--- config.mk ---
export PLATFORM = sky130hd
export DESIGN_NAME = ifc_classifier
export DESIGN_NICKNAME = d
export VERILOG_FILES = /design/src/common/ifc_pkg.sv /design/src/ifc_classifier.sv
export SDC_FILE = /design/constraint.sdc
export NUM_CORES = 2
export LEC_CHECK = 0
export BUFFER_PORTS_ARGS = -buffer_cell sky130_fd_sc_hd__buf_2
export CAP_MARGIN = 20
export CORE_MARGIN = 4
export CORE_UTILIZATION = 50
export DETAILED_ROUTE_END_ITERATION = 10
export PLACE_DENSITY_LB_ADDON = 0.1
export SETUP_SLACK_MARGIN = 0.3
export SYNTH_ARGS = -nofsm -noshare
export SYNTH_HDL_FRONTEND = slang
export SYNTH_SLANG_ARGS = --single-unit
--- constraint.sdc ---
create_clock -name clk_i -period 3.75 [get_ports clk_i]
set_input_delay 0.1875 -clock clk_i [delete_from_list [all_inputs] [get_ports clk_i]]
set_output_delay 0.1875 -clock clk_i [all_outputs]
set_load 0.005 [all_outputs]
--- src/common/ifc_pkg.sv ---
package ifc_pkg;
  // register byte offsets
  localparam logic [7:0] ADDR_TPID = 8'h00;
  localparam logic [7:0] ADDR_AGGR = 8'h04;
  localparam logic [7:0] ADDR_CPUQ = 8'h08;
  localparam logic [7:0] ADDR_CPUQ2 = 8'h0C;
  localparam logic [7:0] ADDR_RF_CFG = 8'h10;
  localparam logic [7:0] ADDR_RF_PAT = 8'h14;
  localparam logic [7:0] ADDR_RF_MASK = 8'h18;
  localparam logic [7:0] ADDR_MAP_DEI0 = 8'h1C;
  localparam logic [7:0] ADDR_MAP_DEI1 = 8'h20;
  localparam logic [7:0] ADDR_STATUS = 8'h24;
  localparam logic [7:0] ADDR_PORT0_BASE = 8'h40;
  localparam logic [7:0] ADDR_PORT1_BASE = 8'h60;
  // reset values
  localparam logic [31:0] RST_PORT0 = 32'h0000_1000;
  localparam logic [31:0] RST_PORT1 = 32'h0000_0100;
  localparam logic [31:0] RST_MAP = 32'h7654_3210;
  localparam logic [15:0] RST_LFSR = 16'hACE1;
  // port register 0 fields
  localparam int P0_QOS = 0;
  localparam int P0_DP = 3;
  localparam int P0_PCP = 4;
  localparam int P0_DEI = 7;
  localparam int P0_VID = 8;
  localparam int P0_TTYPE = 20;
  localparam int P0_POP = 21;
  localparam int P0_INNER = 23;
  localparam int P0_QOS_PCP = 24;
  localparam int P0_PCP_TRUST = 25;
  localparam int P0_DSCP_TRUST = 26;
  localparam int P0_SRC_CPY = 27;
  localparam int P0_IGMP = 28;
  localparam int P0_MLD = 29;
  localparam int P0_IPMC = 30;
  localparam int P0_RFRAME = 31;
  // port register 1 fields
  localparam int P1_BPDU = 0;
  localparam int P1_ALLBR = 2;
  localparam int P1_GARP = 4;
  localparam int P1_CCM = 6;
  localparam int P1_L3 = 8;
  // reserved-address actions
  localparam logic [1:0] ACT_NONE = 2'h0;
  localparam logic [1:0] ACT_COPY = 2'h1;
  localparam logic [1:0] ACT_REDIR = 2'h2;
  localparam logic [1:0] ACT_DISC = 2'h3;
  // protocol constants
  localparam logic [15:0] TPID_CTAG = 16'h8100;
  localparam logic [15:0] TPID_STAG = 16'h88A8;
  localparam logic [15:0] ETYPE_IP4 = 16'h0800;
  localparam logic [15:0] ETYPE_IP6 = 16'h86DD;
  localparam logic [15:0] ETYPE_RFRAME = 16'h8880;
  localparam logic [15:0] RFRAME_PROTO_ID = 16'h0004;
  localparam logic [39:0] MAC_RSV_PREFIX = 40'h0180C20000;
  localparam logic [23:0] MAC_IP4MC_PREFIX = 24'h01005E;
  localparam logic [15:0] MAC_IP6MC_PREFIX = 16'h3333;
  localparam logic [7:0] IP_PROTO_IGMP = 8'h02;
  localparam logic [7:0] IP6_HOP_BY_HOP = 8'h00;
  localparam logic [31:0] MLD_ROUTER_ALERT = 32'h0502_0000;
  localparam logic [23:0] IP4_LOCAL_CTRL = 24'hE00000;
endpackage

--- src/ifc_classifier.sv ---
`timescale 1ns/1ps
// Summary of operation
// RULE_01: each frame carries a 3-bit QoS class, seven highest, zero lowest.
// RULE_02: each frame carries a 1-bit drop level, one most likely dropped.
// RULE_03: each frame carries a 6-bit DSCP, meaningful only for IP frames.
// RULE_04: classified DSCP equals frame DSCP; zero for non-IP frames.
// RULE_05: PCP and DEI of C or S tags feed QoS/DP; option picks inner tag.
// RULE_06: full DSCP taken from IPv4 or IPv6 behind up to two tags.
// RULE_07: every frame gets a tag header: PCP, DEI, VID, tag type flag.
// RULE_08: C-tag 0x8100, S-tag 0x88A8 or custom TPID; priority tags handled.
// RULE_09: tag header from received tag, else port default; inner tag option.
// RULE_10: per-port egress pop count, clipped to tags actually present.
// RULE_11: per-port option replaces classified PCP with QoS class.
// RULE_12: aggregation inputs from MAC, flow label, IP, ports, or random.
// RULE_13: enabled aggregation inputs XORed into a 4-bit code; random input replaces the code.
// RULE_14: redirect removes all front ports; copy leaves forwarding unchanged.
// RULE_15: CPU requests from all stages ORed into a readable queue mask.
// RULE_16: reserved bridge, GARP, CCM addresses redirected, copied or discarded.
// RULE_17: enabled IGMP over IPv4 multicast MAC is redirected to CPU.
// RULE_18: enabled MLD with router alert hop-by-hop option is redirected.
// RULE_19: enabled non-IGMP IPv4 multicast to 224.0.0.x copied to CPU.
// RULE_20: source-port copy sends every frame from that port to CPU.
// RULE_21: register frame: untagged if unaware, single tag with VID if aware.
// RULE_22: register frame needs 0x8880, id 0x0004, masked header match.
// RULE_23: later lookup stage may override QoS, DP, DSCP and tag header.
// RULE_24: all results presented together on one valid cycle, in order.
module ifc_classifier #(
  parameter int NUM_PORTS = 8
) (
  input wire logic clk_i,
  input wire logic rst_i,
  input wire logic wb_cyc_i,
  input wire logic wb_stb_i,
  input wire logic wb_we_i,
  input wire logic [7:0] wb_adr_i,
  input wire logic [3:0] wb_sel_i,
  input wire logic [31:0] wb_dat_i,
  output logic [31:0] wb_dat_o,
  output logic wb_ack_o,
  input wire logic frm_valid_i,
  input wire logic [2:0] frm_port_i,
  input wire logic [47:0] frm_dmac_i,
  input wire logic [47:0] frm_smac_i,
  input wire logic [15:0] frm_type0_i,
  input wire logic [15:0] frm_tci0_i,
  input wire logic [15:0] frm_type1_i,
  input wire logic [15:0] frm_tci1_i,
  input wire logic [15:0] frm_type2_i,
  input wire logic [47:0] frm_after_etype_i,
  input wire logic [3:0] frm_ip_version_i,
  input wire logic [5:0] frm_dscp_i,
  input wire logic [7:0] frm_ip_proto_i,
  input wire logic [31:0] frm_sip_i,
  input wire logic [31:0] frm_dip_i,
  input wire logic [19:0] frm_flow_label_i,
  input wire logic [31:0] frm_ip6_opt_i,
  input wire logic [15:0] frm_sport_i,
  input wire logic [15:0] frm_dport_i,
  input wire logic [7:0] other_cpuq_i,
  input wire logic other_redirect_i,
  input wire logic ovr_valid_i,
  input wire logic [2:0] ovr_qos_i,
  input wire logic ovr_dp_i,
  input wire logic [5:0] ovr_dscp_i,
  input wire logic [2:0] ovr_pcp_i,
  input wire logic ovr_dei_i,
  input wire logic [11:0] ovr_vid_i,
  input wire logic ovr_tag_type_i,
  output logic res_valid_o,
  output logic [2:0] res_qos_o,
  output logic res_dp_o,
  output logic [5:0] res_dscp_o,
  output logic [2:0] res_pcp_o,
  output logic res_dei_o,
  output logic [11:0] res_vid_o,
  output logic res_tag_type_o,
  output logic [1:0] res_pop_cnt_o,
  output logic [3:0] res_aggr_code_o,
  output logic [7:0] res_cpuq_mask_o,
  output logic res_redirect_o,
  output logic res_front_ports_en_o,
  output logic res_discard_o
);

  //////////////////////////////////////////////////////////////////////////////
  // register file
  logic [15:0] custom_service_tpid_reg;
  logic [5:0] aggregation_input_select_reg;
  logic [31:0] cpuq_reg;
  logic [2:0] cpuq_ccm_reg;
  logic [12:0] rf_cfg_reg;
  logic [31:0] reg_frame_header_pattern_reg;
  logic [31:0] reg_frame_header_mask_reg;
  logic [31:0] map_dei0_reg;
  logic [31:0] map_dei1_reg;
  logic [31:0] port0_reg [NUM_PORTS];
  logic [31:0] port1_reg [NUM_PORTS];
  logic [15:0] lfsr_reg;

  logic wb_req;
  logic wb_wr;
  logic [31:0] rd_next;
  logic [7:0] port_off;

  function automatic logic [31:0] merge(input logic [31:0] old, input logic [31:0] nw,
                                        input logic [3:0] sel);
    logic [31:0] r;
    r = old;
    for (int b = 0; b < 4; b++)
      if (sel[b])
        r[8*b +: 8] = nw[8*b +: 8];
    return r;
  endfunction

  assign wb_req = wb_cyc_i & wb_stb_i & ~wb_ack_o;
  assign wb_wr = wb_req & wb_we_i;
  assign port_off = wb_adr_i & 8'h1F;

  always_ff @(posedge clk_i)
  begin
    if (rst_i)
      wb_ack_o <= 1'b0;
    else
      wb_ack_o <= wb_req;
  end

  always_ff @(posedge clk_i)
  begin
    if (rst_i)
    begin
      custom_service_tpid_reg <= ifc_pkg::TPID_STAG;
      aggregation_input_select_reg <= 6'h00;
      cpuq_reg <= 32'h0000_0000;
      cpuq_ccm_reg <= 3'h0;
      rf_cfg_reg <= 13'h0000;
      reg_frame_header_pattern_reg <= 32'h0000_0000;
      reg_frame_header_mask_reg <= 32'h0000_0000;
      map_dei0_reg <= ifc_pkg::RST_MAP;
      map_dei1_reg <= ifc_pkg::RST_MAP;
    end
    else if (wb_wr)
    begin
      case (wb_adr_i)
        ifc_pkg::ADDR_TPID: custom_service_tpid_reg <=
          16'(merge({16'h0000, custom_service_tpid_reg}, wb_dat_i, wb_sel_i));
        ifc_pkg::ADDR_AGGR: aggregation_input_select_reg <=
          6'(merge({26'h0, aggregation_input_select_reg}, wb_dat_i, wb_sel_i));
        ifc_pkg::ADDR_CPUQ: cpuq_reg <= merge(cpuq_reg, wb_dat_i, wb_sel_i);
        ifc_pkg::ADDR_CPUQ2: cpuq_ccm_reg <=
          3'(merge({29'h0, cpuq_ccm_reg}, wb_dat_i, wb_sel_i));
        ifc_pkg::ADDR_RF_CFG: rf_cfg_reg <= 13'(merge({19'h0, rf_cfg_reg}, wb_dat_i, wb_sel_i));
        ifc_pkg::ADDR_RF_PAT: reg_frame_header_pattern_reg <=
          merge(reg_frame_header_pattern_reg, wb_dat_i, wb_sel_i);
        ifc_pkg::ADDR_RF_MASK: reg_frame_header_mask_reg <=
          merge(reg_frame_header_mask_reg, wb_dat_i, wb_sel_i);
        ifc_pkg::ADDR_MAP_DEI0: map_dei0_reg <= merge(map_dei0_reg, wb_dat_i, wb_sel_i);
        ifc_pkg::ADDR_MAP_DEI1: map_dei1_reg <= merge(map_dei1_reg, wb_dat_i, wb_sel_i);
        default: ;
      endcase
    end
  end

  // per-port configuration, one copy per port
  for (genvar p = 0; p < NUM_PORTS; p++)
  begin : g_port
    localparam logic [7:0] OFF = 8'(4 * p);
    always_ff @(posedge clk_i)
    begin
      if (rst_i)
      begin
        port0_reg[p] <= ifc_pkg::RST_PORT0;
        port1_reg[p] <= ifc_pkg::RST_PORT1;
      end
      else if (wb_wr && port_off == OFF)
      begin
        if ((wb_adr_i & 8'hE0) == ifc_pkg::ADDR_PORT0_BASE)
          port0_reg[p] <= merge(port0_reg[p], wb_dat_i, wb_sel_i);
        if ((wb_adr_i & 8'hE0) == ifc_pkg::ADDR_PORT1_BASE)
          port1_reg[p] <= {23'h0, 9'(merge(port1_reg[p], wb_dat_i, wb_sel_i))};
      end
    end
  end

  //////////////////////////////////////////////////////////////////////////////
  // classification
  logic [31:0] pc0;
  logic [31:0] pc1;
  logic t0;
  logic t1;
  logic t2;
  logic t0_s;
  logic t1_s;
  logic [15:0] etype;
  logic ip4;
  logic ip6;
  logic use_inner;
  logic have_tag;
  logic [15:0] sel_tci;
  logic sel_stag;
  logic [3:0] map_ent;
  logic [2:0] qos_c;
  logic dp_c;
  logic [5:0] dscp_c;
  logic [2:0] pcp_c;
  logic dei_c;
  logic [11:0] vid_c;
  logic ttype_c;
  logic [1:0] ntags;
  logic [1:0] pop_c;
  logic [3:0] aggr_c;
  logic [7:0] qmask_c;
  logic redir_c;
  logic disc_c;
  logic rsv;
  logic ip4_mc;
  logic vlan_ok;
  logic [1:0] act;
  logic [2:0] act_q;
  logic [2:0] port_idx;

  function automatic logic is_stag(input logic [15:0] t, input logic [15:0] c);
    return (t == ifc_pkg::TPID_STAG) || (t == c);
  endfunction

  function automatic logic [3:0] fold8(input logic [7:0] v);
    return v[3:0] ^ v[7:4];
  endfunction

  function automatic logic [3:0] fold12(input logic [11:0] v);
    return v[3:0] ^ v[7:4] ^ v[11:8];
  endfunction

  always_comb
  begin
    port_idx = (32'(frm_port_i) < NUM_PORTS) ? frm_port_i : 3'h0;
    pc0 = port0_reg[port_idx];
    pc1 = port1_reg[port_idx];
    // tag recognition, up to two tags used
    t0_s = is_stag(frm_type0_i, custom_service_tpid_reg); // RULE_08
    t0 = t0_s || frm_type0_i == ifc_pkg::TPID_CTAG; // RULE_08
    t1_s = is_stag(frm_type1_i, custom_service_tpid_reg);
    t1 = t0 && (t1_s || frm_type1_i == ifc_pkg::TPID_CTAG);
    t2 = t1 && (is_stag(frm_type2_i, custom_service_tpid_reg) ||
                frm_type2_i == ifc_pkg::TPID_CTAG);
    etype = t1 ? frm_type2_i : (t0 ? frm_type1_i : frm_type0_i);
    // IP only behind at most two tags
    ip4 = pc1[ifc_pkg::P1_L3] && !t2 && etype == ifc_pkg::ETYPE_IP4 &&
          frm_ip_version_i == 4'h4; // RULE_06
    ip6 = pc1[ifc_pkg::P1_L3] && !t2 && etype == ifc_pkg::ETYPE_IP6 &&
          frm_ip_version_i == 4'h6; // RULE_06
    use_inner = pc0[ifc_pkg::P0_INNER] && t1; // RULE_05 RULE_09
    have_tag = t0;
    sel_tci = use_inner ? frm_tci1_i : frm_tci0_i;
    sel_stag = use_inner ? t1_s : t0_s;
    // QoS and DP
    qos_c = pc0[ifc_pkg::P0_QOS +: 3]; // RULE_01
    dp_c = pc0[ifc_pkg::P0_DP]; // RULE_02
    map_ent = sel_tci[12] ? map_dei1_reg[4*sel_tci[15:13] +: 4]
                          : map_dei0_reg[4*sel_tci[15:13] +: 4];
    if (have_tag && pc0[ifc_pkg::P0_PCP_TRUST])
    begin
      qos_c = map_ent[2:0]; // RULE_05
      dp_c = map_ent[3]; // RULE_05
    end
    dscp_c = (ip4 || ip6) ? frm_dscp_i : 6'h00; // RULE_03 RULE_04 RULE_06
    if ((ip4 || ip6) && pc0[ifc_pkg::P0_DSCP_TRUST])
      qos_c = frm_dscp_i[5:3];
    // tag header
    if (have_tag)
    begin
      pcp_c = sel_tci[15:13]; // RULE_07 RULE_09
      dei_c = sel_tci[12];
      vid_c = sel_tci[11:0];
      ttype_c = sel_stag;
    end
    else
    begin
      pcp_c = pc0[ifc_pkg::P0_PCP +: 3]; // RULE_09
      dei_c = pc0[ifc_pkg::P0_DEI];
      vid_c = pc0[ifc_pkg::P0_VID +: 12];
      ttype_c = pc0[ifc_pkg::P0_TTYPE];
    end
    if (pc0[ifc_pkg::P0_QOS_PCP])
      pcp_c = qos_c; // RULE_11
    ntags = {t1, t0 & ~t1};
    pop_c = (pc0[ifc_pkg::P0_POP +: 2] > ntags) ? ntags : pc0[ifc_pkg::P0_POP +: 2]; // RULE_10
    // link aggregation code
    aggr_c = 4'h0;
    if (aggregation_input_select_reg[0])
      aggr_c = aggr_c ^ fold12(frm_dmac_i[11:0]); // RULE_12 RULE_13
    if (aggregation_input_select_reg[1])
      aggr_c = aggr_c ^ fold12(frm_smac_i[11:0]); // RULE_12 RULE_13
    if (aggregation_input_select_reg[2] && ip6)
      aggr_c = aggr_c ^ fold12(frm_flow_label_i[11:0]) ^ fold8(frm_flow_label_i[19:12]);
    if (aggregation_input_select_reg[3] && ip4)
      aggr_c = aggr_c ^ fold8(frm_sip_i[7:0]) ^ fold8(frm_dip_i[7:0]); // RULE_12
    if (aggregation_input_select_reg[4] && (ip4 || ip6))
      aggr_c = aggr_c ^ fold8(frm_sport_i[7:0]) ^ fold8(frm_dport_i[7:0]); // RULE_12
    if (aggregation_input_select_reg[5])
      aggr_c = lfsr_reg[3:0]; // RULE_12
    // CPU forwarding
    qmask_c = other_cpuq_i; // RULE_15
    redir_c = other_redirect_i;
    disc_c = 1'b0;
    rsv = frm_dmac_i[47:8] == ifc_pkg::MAC_RSV_PREFIX;
    act = ifc_pkg::ACT_NONE;
    act_q = 3'h0;
    if (rsv)
    begin
      case (frm_dmac_i[7:4])
        4'h0:
        begin
          act = pc1[ifc_pkg::P1_BPDU +: 2];
          act_q = cpuq_reg[22:20];
        end
        4'h1:
        begin
          act = (frm_dmac_i[3:0] == 4'h0) ? pc1[ifc_pkg::P1_ALLBR +: 2] : ifc_pkg::ACT_NONE;
          act_q = cpuq_reg[26:24];
        end
        4'h2:
        begin
          act = pc1[ifc_pkg::P1_GARP +: 2];
          act_q = cpuq_reg[30:28];
        end
        4'h3:
        begin
          act = pc1[ifc_pkg::P1_CCM +: 2];
          act_q = cpuq_ccm_reg;
        end
        default: act = ifc_pkg::ACT_NONE;
      endcase
    end
    case (act) // RULE_16
      ifc_pkg::ACT_COPY: qmask_c[act_q] = 1'b1;
      ifc_pkg::ACT_REDIR:
      begin
        qmask_c[act_q] = 1'b1;
        redir_c = 1'b1;
      end
      ifc_pkg::ACT_DISC: disc_c = 1'b1;
      default: ;
    endcase
    ip4_mc = frm_dmac_i[47:24] == ifc_pkg::MAC_IP4MC_PREFIX && !frm_dmac_i[23];
    if (pc0[ifc_pkg::P0_IGMP] && ip4 && ip4_mc && frm_ip_proto_i == ifc_pkg::IP_PROTO_IGMP)
    begin
      qmask_c[cpuq_reg[2:0]] = 1'b1; // RULE_17
      redir_c = 1'b1; // RULE_17
    end
    if (pc0[ifc_pkg::P0_MLD] && ip6 && frm_dmac_i[47:32] == ifc_pkg::MAC_IP6MC_PREFIX &&
        frm_ip_proto_i == ifc_pkg::IP6_HOP_BY_HOP && frm_ip6_opt_i == ifc_pkg::MLD_ROUTER_ALERT)
    begin
      qmask_c[cpuq_reg[6:4]] = 1'b1; // RULE_18
      redir_c = 1'b1; // RULE_18
    end
    if (pc0[ifc_pkg::P0_IPMC] && ip4 && ip4_mc && frm_ip_proto_i != ifc_pkg::IP_PROTO_IGMP &&
        frm_dip_i[31:8] == ifc_pkg::IP4_LOCAL_CTRL)
      qmask_c[cpuq_reg[10:8]] = 1'b1; // RULE_19
    if (pc0[ifc_pkg::P0_SRC_CPY])
      qmask_c[cpuq_reg[14:12]] = 1'b1; // RULE_20
    // register-access frame filter
    vlan_ok = rf_cfg_reg[12] ? (t0 && !t1 && frm_tci0_i[11:0] == rf_cfg_reg[11:0]) : !t0; // RULE_21
    if (pc0[ifc_pkg::P0_RFRAME] && vlan_ok && etype == ifc_pkg::ETYPE_RFRAME &&
        frm_after_etype_i[47:32] == ifc_pkg::RFRAME_PROTO_ID &&
        ((frm_after_etype_i[31:0] ^ reg_frame_header_pattern_reg) &
         reg_frame_header_mask_reg) == 32'h0000_0000) // RULE_22
    begin
      qmask_c[cpuq_reg[18:16]] = 1'b1; // RULE_22
      redir_c = 1'b1;
    end
  end

  //////////////////////////////////////////////////////////////////////////////
  // result stage: one registered cycle per frame, in arrival order
  logic [7:0] last_qmask_reg;
  logic [3:0] last_aggr_reg;

  always_ff @(posedge clk_i)
  begin
    if (rst_i)
      lfsr_reg <= ifc_pkg::RST_LFSR;
    else if (frm_valid_i)
      lfsr_reg <= {lfsr_reg[14:0], lfsr_reg[15] ^ lfsr_reg[13] ^ lfsr_reg[12] ^ lfsr_reg[10]};
  end

  always_ff @(posedge clk_i)
  begin
    if (rst_i)
    begin
      res_valid_o <= 1'b0;
      res_qos_o <= 3'h0;
      res_dp_o <= 1'b0;
      res_dscp_o <= 6'h00;
      res_pcp_o <= 3'h0;
      res_dei_o <= 1'b0;
      res_vid_o <= 12'h000;
      res_tag_type_o <= 1'b0;
      res_pop_cnt_o <= 2'h0;
      res_aggr_code_o <= 4'h0;
      res_cpuq_mask_o <= 8'h00;
      res_redirect_o <= 1'b0;
      res_front_ports_en_o <= 1'b0;
      res_discard_o <= 1'b0;
      last_qmask_reg <= 8'h00;
      last_aggr_reg <= 4'h0;
    end
    else
    begin
      res_valid_o <= frm_valid_i; // RULE_24
      if (frm_valid_i)
      begin
        res_qos_o <= ovr_valid_i ? ovr_qos_i : qos_c; // RULE_01 RULE_23
        res_dp_o <= ovr_valid_i ? ovr_dp_i : dp_c; // RULE_02 RULE_23
        res_dscp_o <= ovr_valid_i ? ovr_dscp_i : dscp_c; // RULE_03 RULE_23
        res_pcp_o <= ovr_valid_i ? ovr_pcp_i : pcp_c; // RULE_07 RULE_23
        res_dei_o <= ovr_valid_i ? ovr_dei_i : dei_c;
        res_vid_o <= ovr_valid_i ? ovr_vid_i : vid_c;
        res_tag_type_o <= ovr_valid_i ? ovr_tag_type_i : ttype_c; // RULE_07
        res_pop_cnt_o <= pop_c;
        res_aggr_code_o <= aggr_c; // RULE_13
        res_cpuq_mask_o <= qmask_c; // RULE_15
        res_redirect_o <= redir_c;
        res_front_ports_en_o <= !redir_c && !disc_c; // RULE_14
        res_discard_o <= disc_c;
        last_qmask_reg <= qmask_c; // RULE_15
        last_aggr_reg <= aggr_c;
      end
    end
  end

  //////////////////////////////////////////////////////////////////////////////
  // read mux
  always_comb
  begin
    rd_next = 32'h0000_0000;
    case (wb_adr_i)
      ifc_pkg::ADDR_TPID: rd_next = {16'h0000, custom_service_tpid_reg};
      ifc_pkg::ADDR_AGGR: rd_next = {26'h0, aggregation_input_select_reg};
      ifc_pkg::ADDR_CPUQ: rd_next = cpuq_reg;
      ifc_pkg::ADDR_CPUQ2: rd_next = {29'h0, cpuq_ccm_reg};
      ifc_pkg::ADDR_RF_CFG: rd_next = {19'h0, rf_cfg_reg};
      ifc_pkg::ADDR_RF_PAT: rd_next = reg_frame_header_pattern_reg;
      ifc_pkg::ADDR_RF_MASK: rd_next = reg_frame_header_mask_reg;
      ifc_pkg::ADDR_MAP_DEI0: rd_next = map_dei0_reg;
      ifc_pkg::ADDR_MAP_DEI1: rd_next = map_dei1_reg;
      ifc_pkg::ADDR_STATUS: rd_next = {20'h0, last_aggr_reg, last_qmask_reg};
      default:
      begin
        if (32'(port_off >> 2) < NUM_PORTS)
        begin
          if ((wb_adr_i & 8'hE0) == ifc_pkg::ADDR_PORT0_BASE)
            rd_next = port0_reg[port_off[4:2]];
          else if ((wb_adr_i & 8'hE0) == ifc_pkg::ADDR_PORT1_BASE)
            rd_next = port1_reg[port_off[4:2]];
        end
      end
    endcase
  end

  always_ff @(posedge clk_i)
  begin
    if (rst_i)
      wb_dat_o <= 32'h0000_0000;
    else if (wb_req && !wb_we_i)
      wb_dat_o <= rd_next;
  end

endmodule // ifc_classifier

==> results_dict.tcl <==
set metrics [dict create \
    outcome "finished, final reports clean" \
    power_density_nw_per_um2 395 \
    hold_violations 0 \
    finClkSkew_ns 0.0362 \
    arrival_ns 3.97 \
    async_flop_share_pct 0 \
    largest_reg_flops 256 \
    dr.pass1.iters 8 \
    criticalPathCategory "flop to flop" \
    utilization_pct 61.8 \
    clk-insertion-delay-late_ns 0.64 \
    route.detailed.drc 0 \
    grt_usage_pct 37.1 \
    num_rows 95 \
    antenna_found_initial 15 \
    seq_area_frac_synth_pct 45.5 \
    fmax_ghz 0.285 \
    layoutNonFillerInstCount 4806 \
    min_period_over_period_pct 93.5 \
    io_buffers 481 \
    num-nets-final 4357 \
    netlist_area_sq_um 34500 \
    setup_viol 0 \
    cts_tree "yes" \
    clkSlewWorstSetupHoldPaths_ns 0.06 \
    grt_setup_unrepaired "yes" \
    startpoint_type "flop" \
    dpl_cell_area_sq_um 38300 \
    synth_edf_count 328 \
    htreeDepth 3 \
    syn2layout_area_growth_pct 21.5 \
    dieArea_sq_um 73200 \
    nFillCells 5633 \
    drv_slew 0 \
    crit_path_end_kind "flop" \
    drv_cap 0 \
    grt-ovfl-total 0 \
    regArea_sq_um 15700 \
    hpwl_um 104000 \
    gp_congestion 1.04 \
    ys_types 80 \
    fp.dieH_um 271 \
    slew_headroom_pct 31.3 \
    min_period_ns 3.51 \
    cts_root_buf "clkbuf_16" \
    vias 31400 \
    clockBufferDepth 3 \
    cts.sink_count 620 \
    ir_worst_vdd_v 0.000367 \
    synthCells 3354 \
    initial_utilization_pct 50.9 \
    cts_buffers 70 \
    synth.net_count 3839 \
    cp_max_fo 13 \
    grt_pass1_vias 30700 \
    tns_ns 0 \
    leakagePower_nw 16.6 \
    wl_um 141000 \
    dp_cells 4584 \
    final_cell_area_sq_um 41900 \
    ant_nets 0 \
    tightest_slew_ns 1.03 \
    yosys_warnings 0 \
    postSynthAreaPerCell_sq_um 10.3 \
    hp-class "input port to flop" \
    wl_per_cell_um 29.4 \
    die_x_um 271 \
    drive_gt1_share_pct 27.9 \
    ys.flop_type "edfxtp_1" \
    worstPathRequired_ns 4.21 \
    grt_max_degree 99 \
    viasPerCell 6.53 \
    grt_pass1_wl_um 203000 \
    first_iter_violations 4131 \
    ys_seq_elements 620 \
    pin_count 558 \
    multiInputGateArea_sq_um 17900 \
    coreArea_sq_um 67800 \
]
## layout by cell type, fill, tap and decap left out, drive strengths merged, types with 93 or more instances in the layout
cell / n
edfxtp: 328
nor2: 149
nand2: 488
nand3: 102
buf: 683
mux4: 170
and3: 256
a21oi: 225
dfxtp: 292
clkbuf: 93
## logic make-up after synthesis
| logic type | share of synthesized area, % |
|---|---|
| AOI/OAI and AO/OA | 11.6 |
| xor gates and xnor gates | 4.24 |
| adders and majority gates | 0.182 |
| buffers and inverters | 3.70 |
| DFF | 45.5 |
| muxes | 13.9 |
| and+or+nand+nor | 20.8 |
## final cells by class
cell class              count  share of cell area (%)
clock inverters            35                   0.923
inverters                  16                   0.143
well taps                 873                    2.61
multi-input cells        2426                    42.8
diodes                      5                  0.0299
flip-flops and latches    620                    37.5
repair buffers            738                    11.3
clock buffers              93                    4.61
## path summary, 6_finish.rpt
kind	startpoint	to	slack, ns	cells after the start
worst min-delay path	other_cpuq_i[2]	last_qmask_reg[2]$_SDFFE_PP0P_	0.03	5
worst max register to register	custom_service_tpid_reg[6]$_SDFFE_PP0P_	res_pcp_o[2]$_SDFFE_PP0P_	0.24	16
worst max-delay path	custom_service_tpid_reg[6]$_SDFFE_PP0P_	res_pcp_o[2]$_SDFFE_PP0P_	0.24	16
worst min register to register	lfsr_reg[6]$_SDFFE_PP1P_	lfsr_reg[6]$_SDFFE_PP1P_	0.47	1
## routing by layer
metal	GRT usage [%]	part of all wire, %	vias to the layer above
met5	0	0.049	-
met2	60.6	47	1932
met3	9.31	11	394
met4	15.0	5.1	12
met1	47.6	37	15500
li1	-	-	13600
## critical path, stage by stage (launching register included)
cell and delay, ns:
dfxtp_4 0.35, xor2_1 0.17, nor4_2 0.35, buf_4 0.18, and4_4 0.24, o221ai_4 0.18
buf_6 0.19, buf_12 0.14, mux2i_4 0.20, a2111oi_4 0.27, buf_4 0.16, a221oi_1 0.04
a21oi_1 0.19, buf_4 0.13, nand3b_1 0.23, a21oi_2 0.22, o32ai_2 0.10
## through the flow
stage,hold WS [ns],worst slack (ns),total power (W)
finish,0.0334,0.244,0.0165
global route,0.0370,0.160,0.0170
CTS,0.00443,0.289,0.0165
detailed placement,0.453,-0.0908,0.00951
global placement,0.444,0.00675,0.00947
floorplan,0.305,0.336,0.00856
## cell usage after synthesis, types with 19 or more instances
cell      instances  area share [%]
nand2_1         488             5.3
edfxtp_1        328              29
dfxtp_1         292              17
and3_1          256             4.6
clkbuf_1        228             2.5
a21oi_1         222             3.2
mux4_2          170              11
nor2_1          149             1.6
nand3_1         102             1.5
xnor2_1          91             2.3
and2_1           90             1.6
mux2i_1          78             2.3
xor2_1           76             1.9
nor3_1           73             1.1
a211oi_1         69             1.5
a22oi_1          66             1.4
a21o_1           38            0.83
nor4_1           37            0.67
nand3b_1         36            0.78
o21ai_0          34            0.49
nand4_1          31            0.56
nor2b_1          31            0.56
a221oi_1         28            0.71
buf_1            25            0.27
buf_2            25            0.36
nand2b_1         22            0.40
or2_2            21            0.38
o211ai_1         19            0.41
## repair_timing
item	CTS	global route
gates cloned	1	0
pin swaps	17	29
setup endpoints to repair	20	20
hold endpoints to repair	115	0
gates resized for setup	51	48
hold buffers	55	0
buffers inserted	19	14
## where the power goes
part | internal, W | switching [W]
logic | 0.000847 | 0.00122
clock network | 0.00407 | 0.00296
registers | 0.00732 | 0.000118
Note: power is estimated with default switching activity, not from simulation.
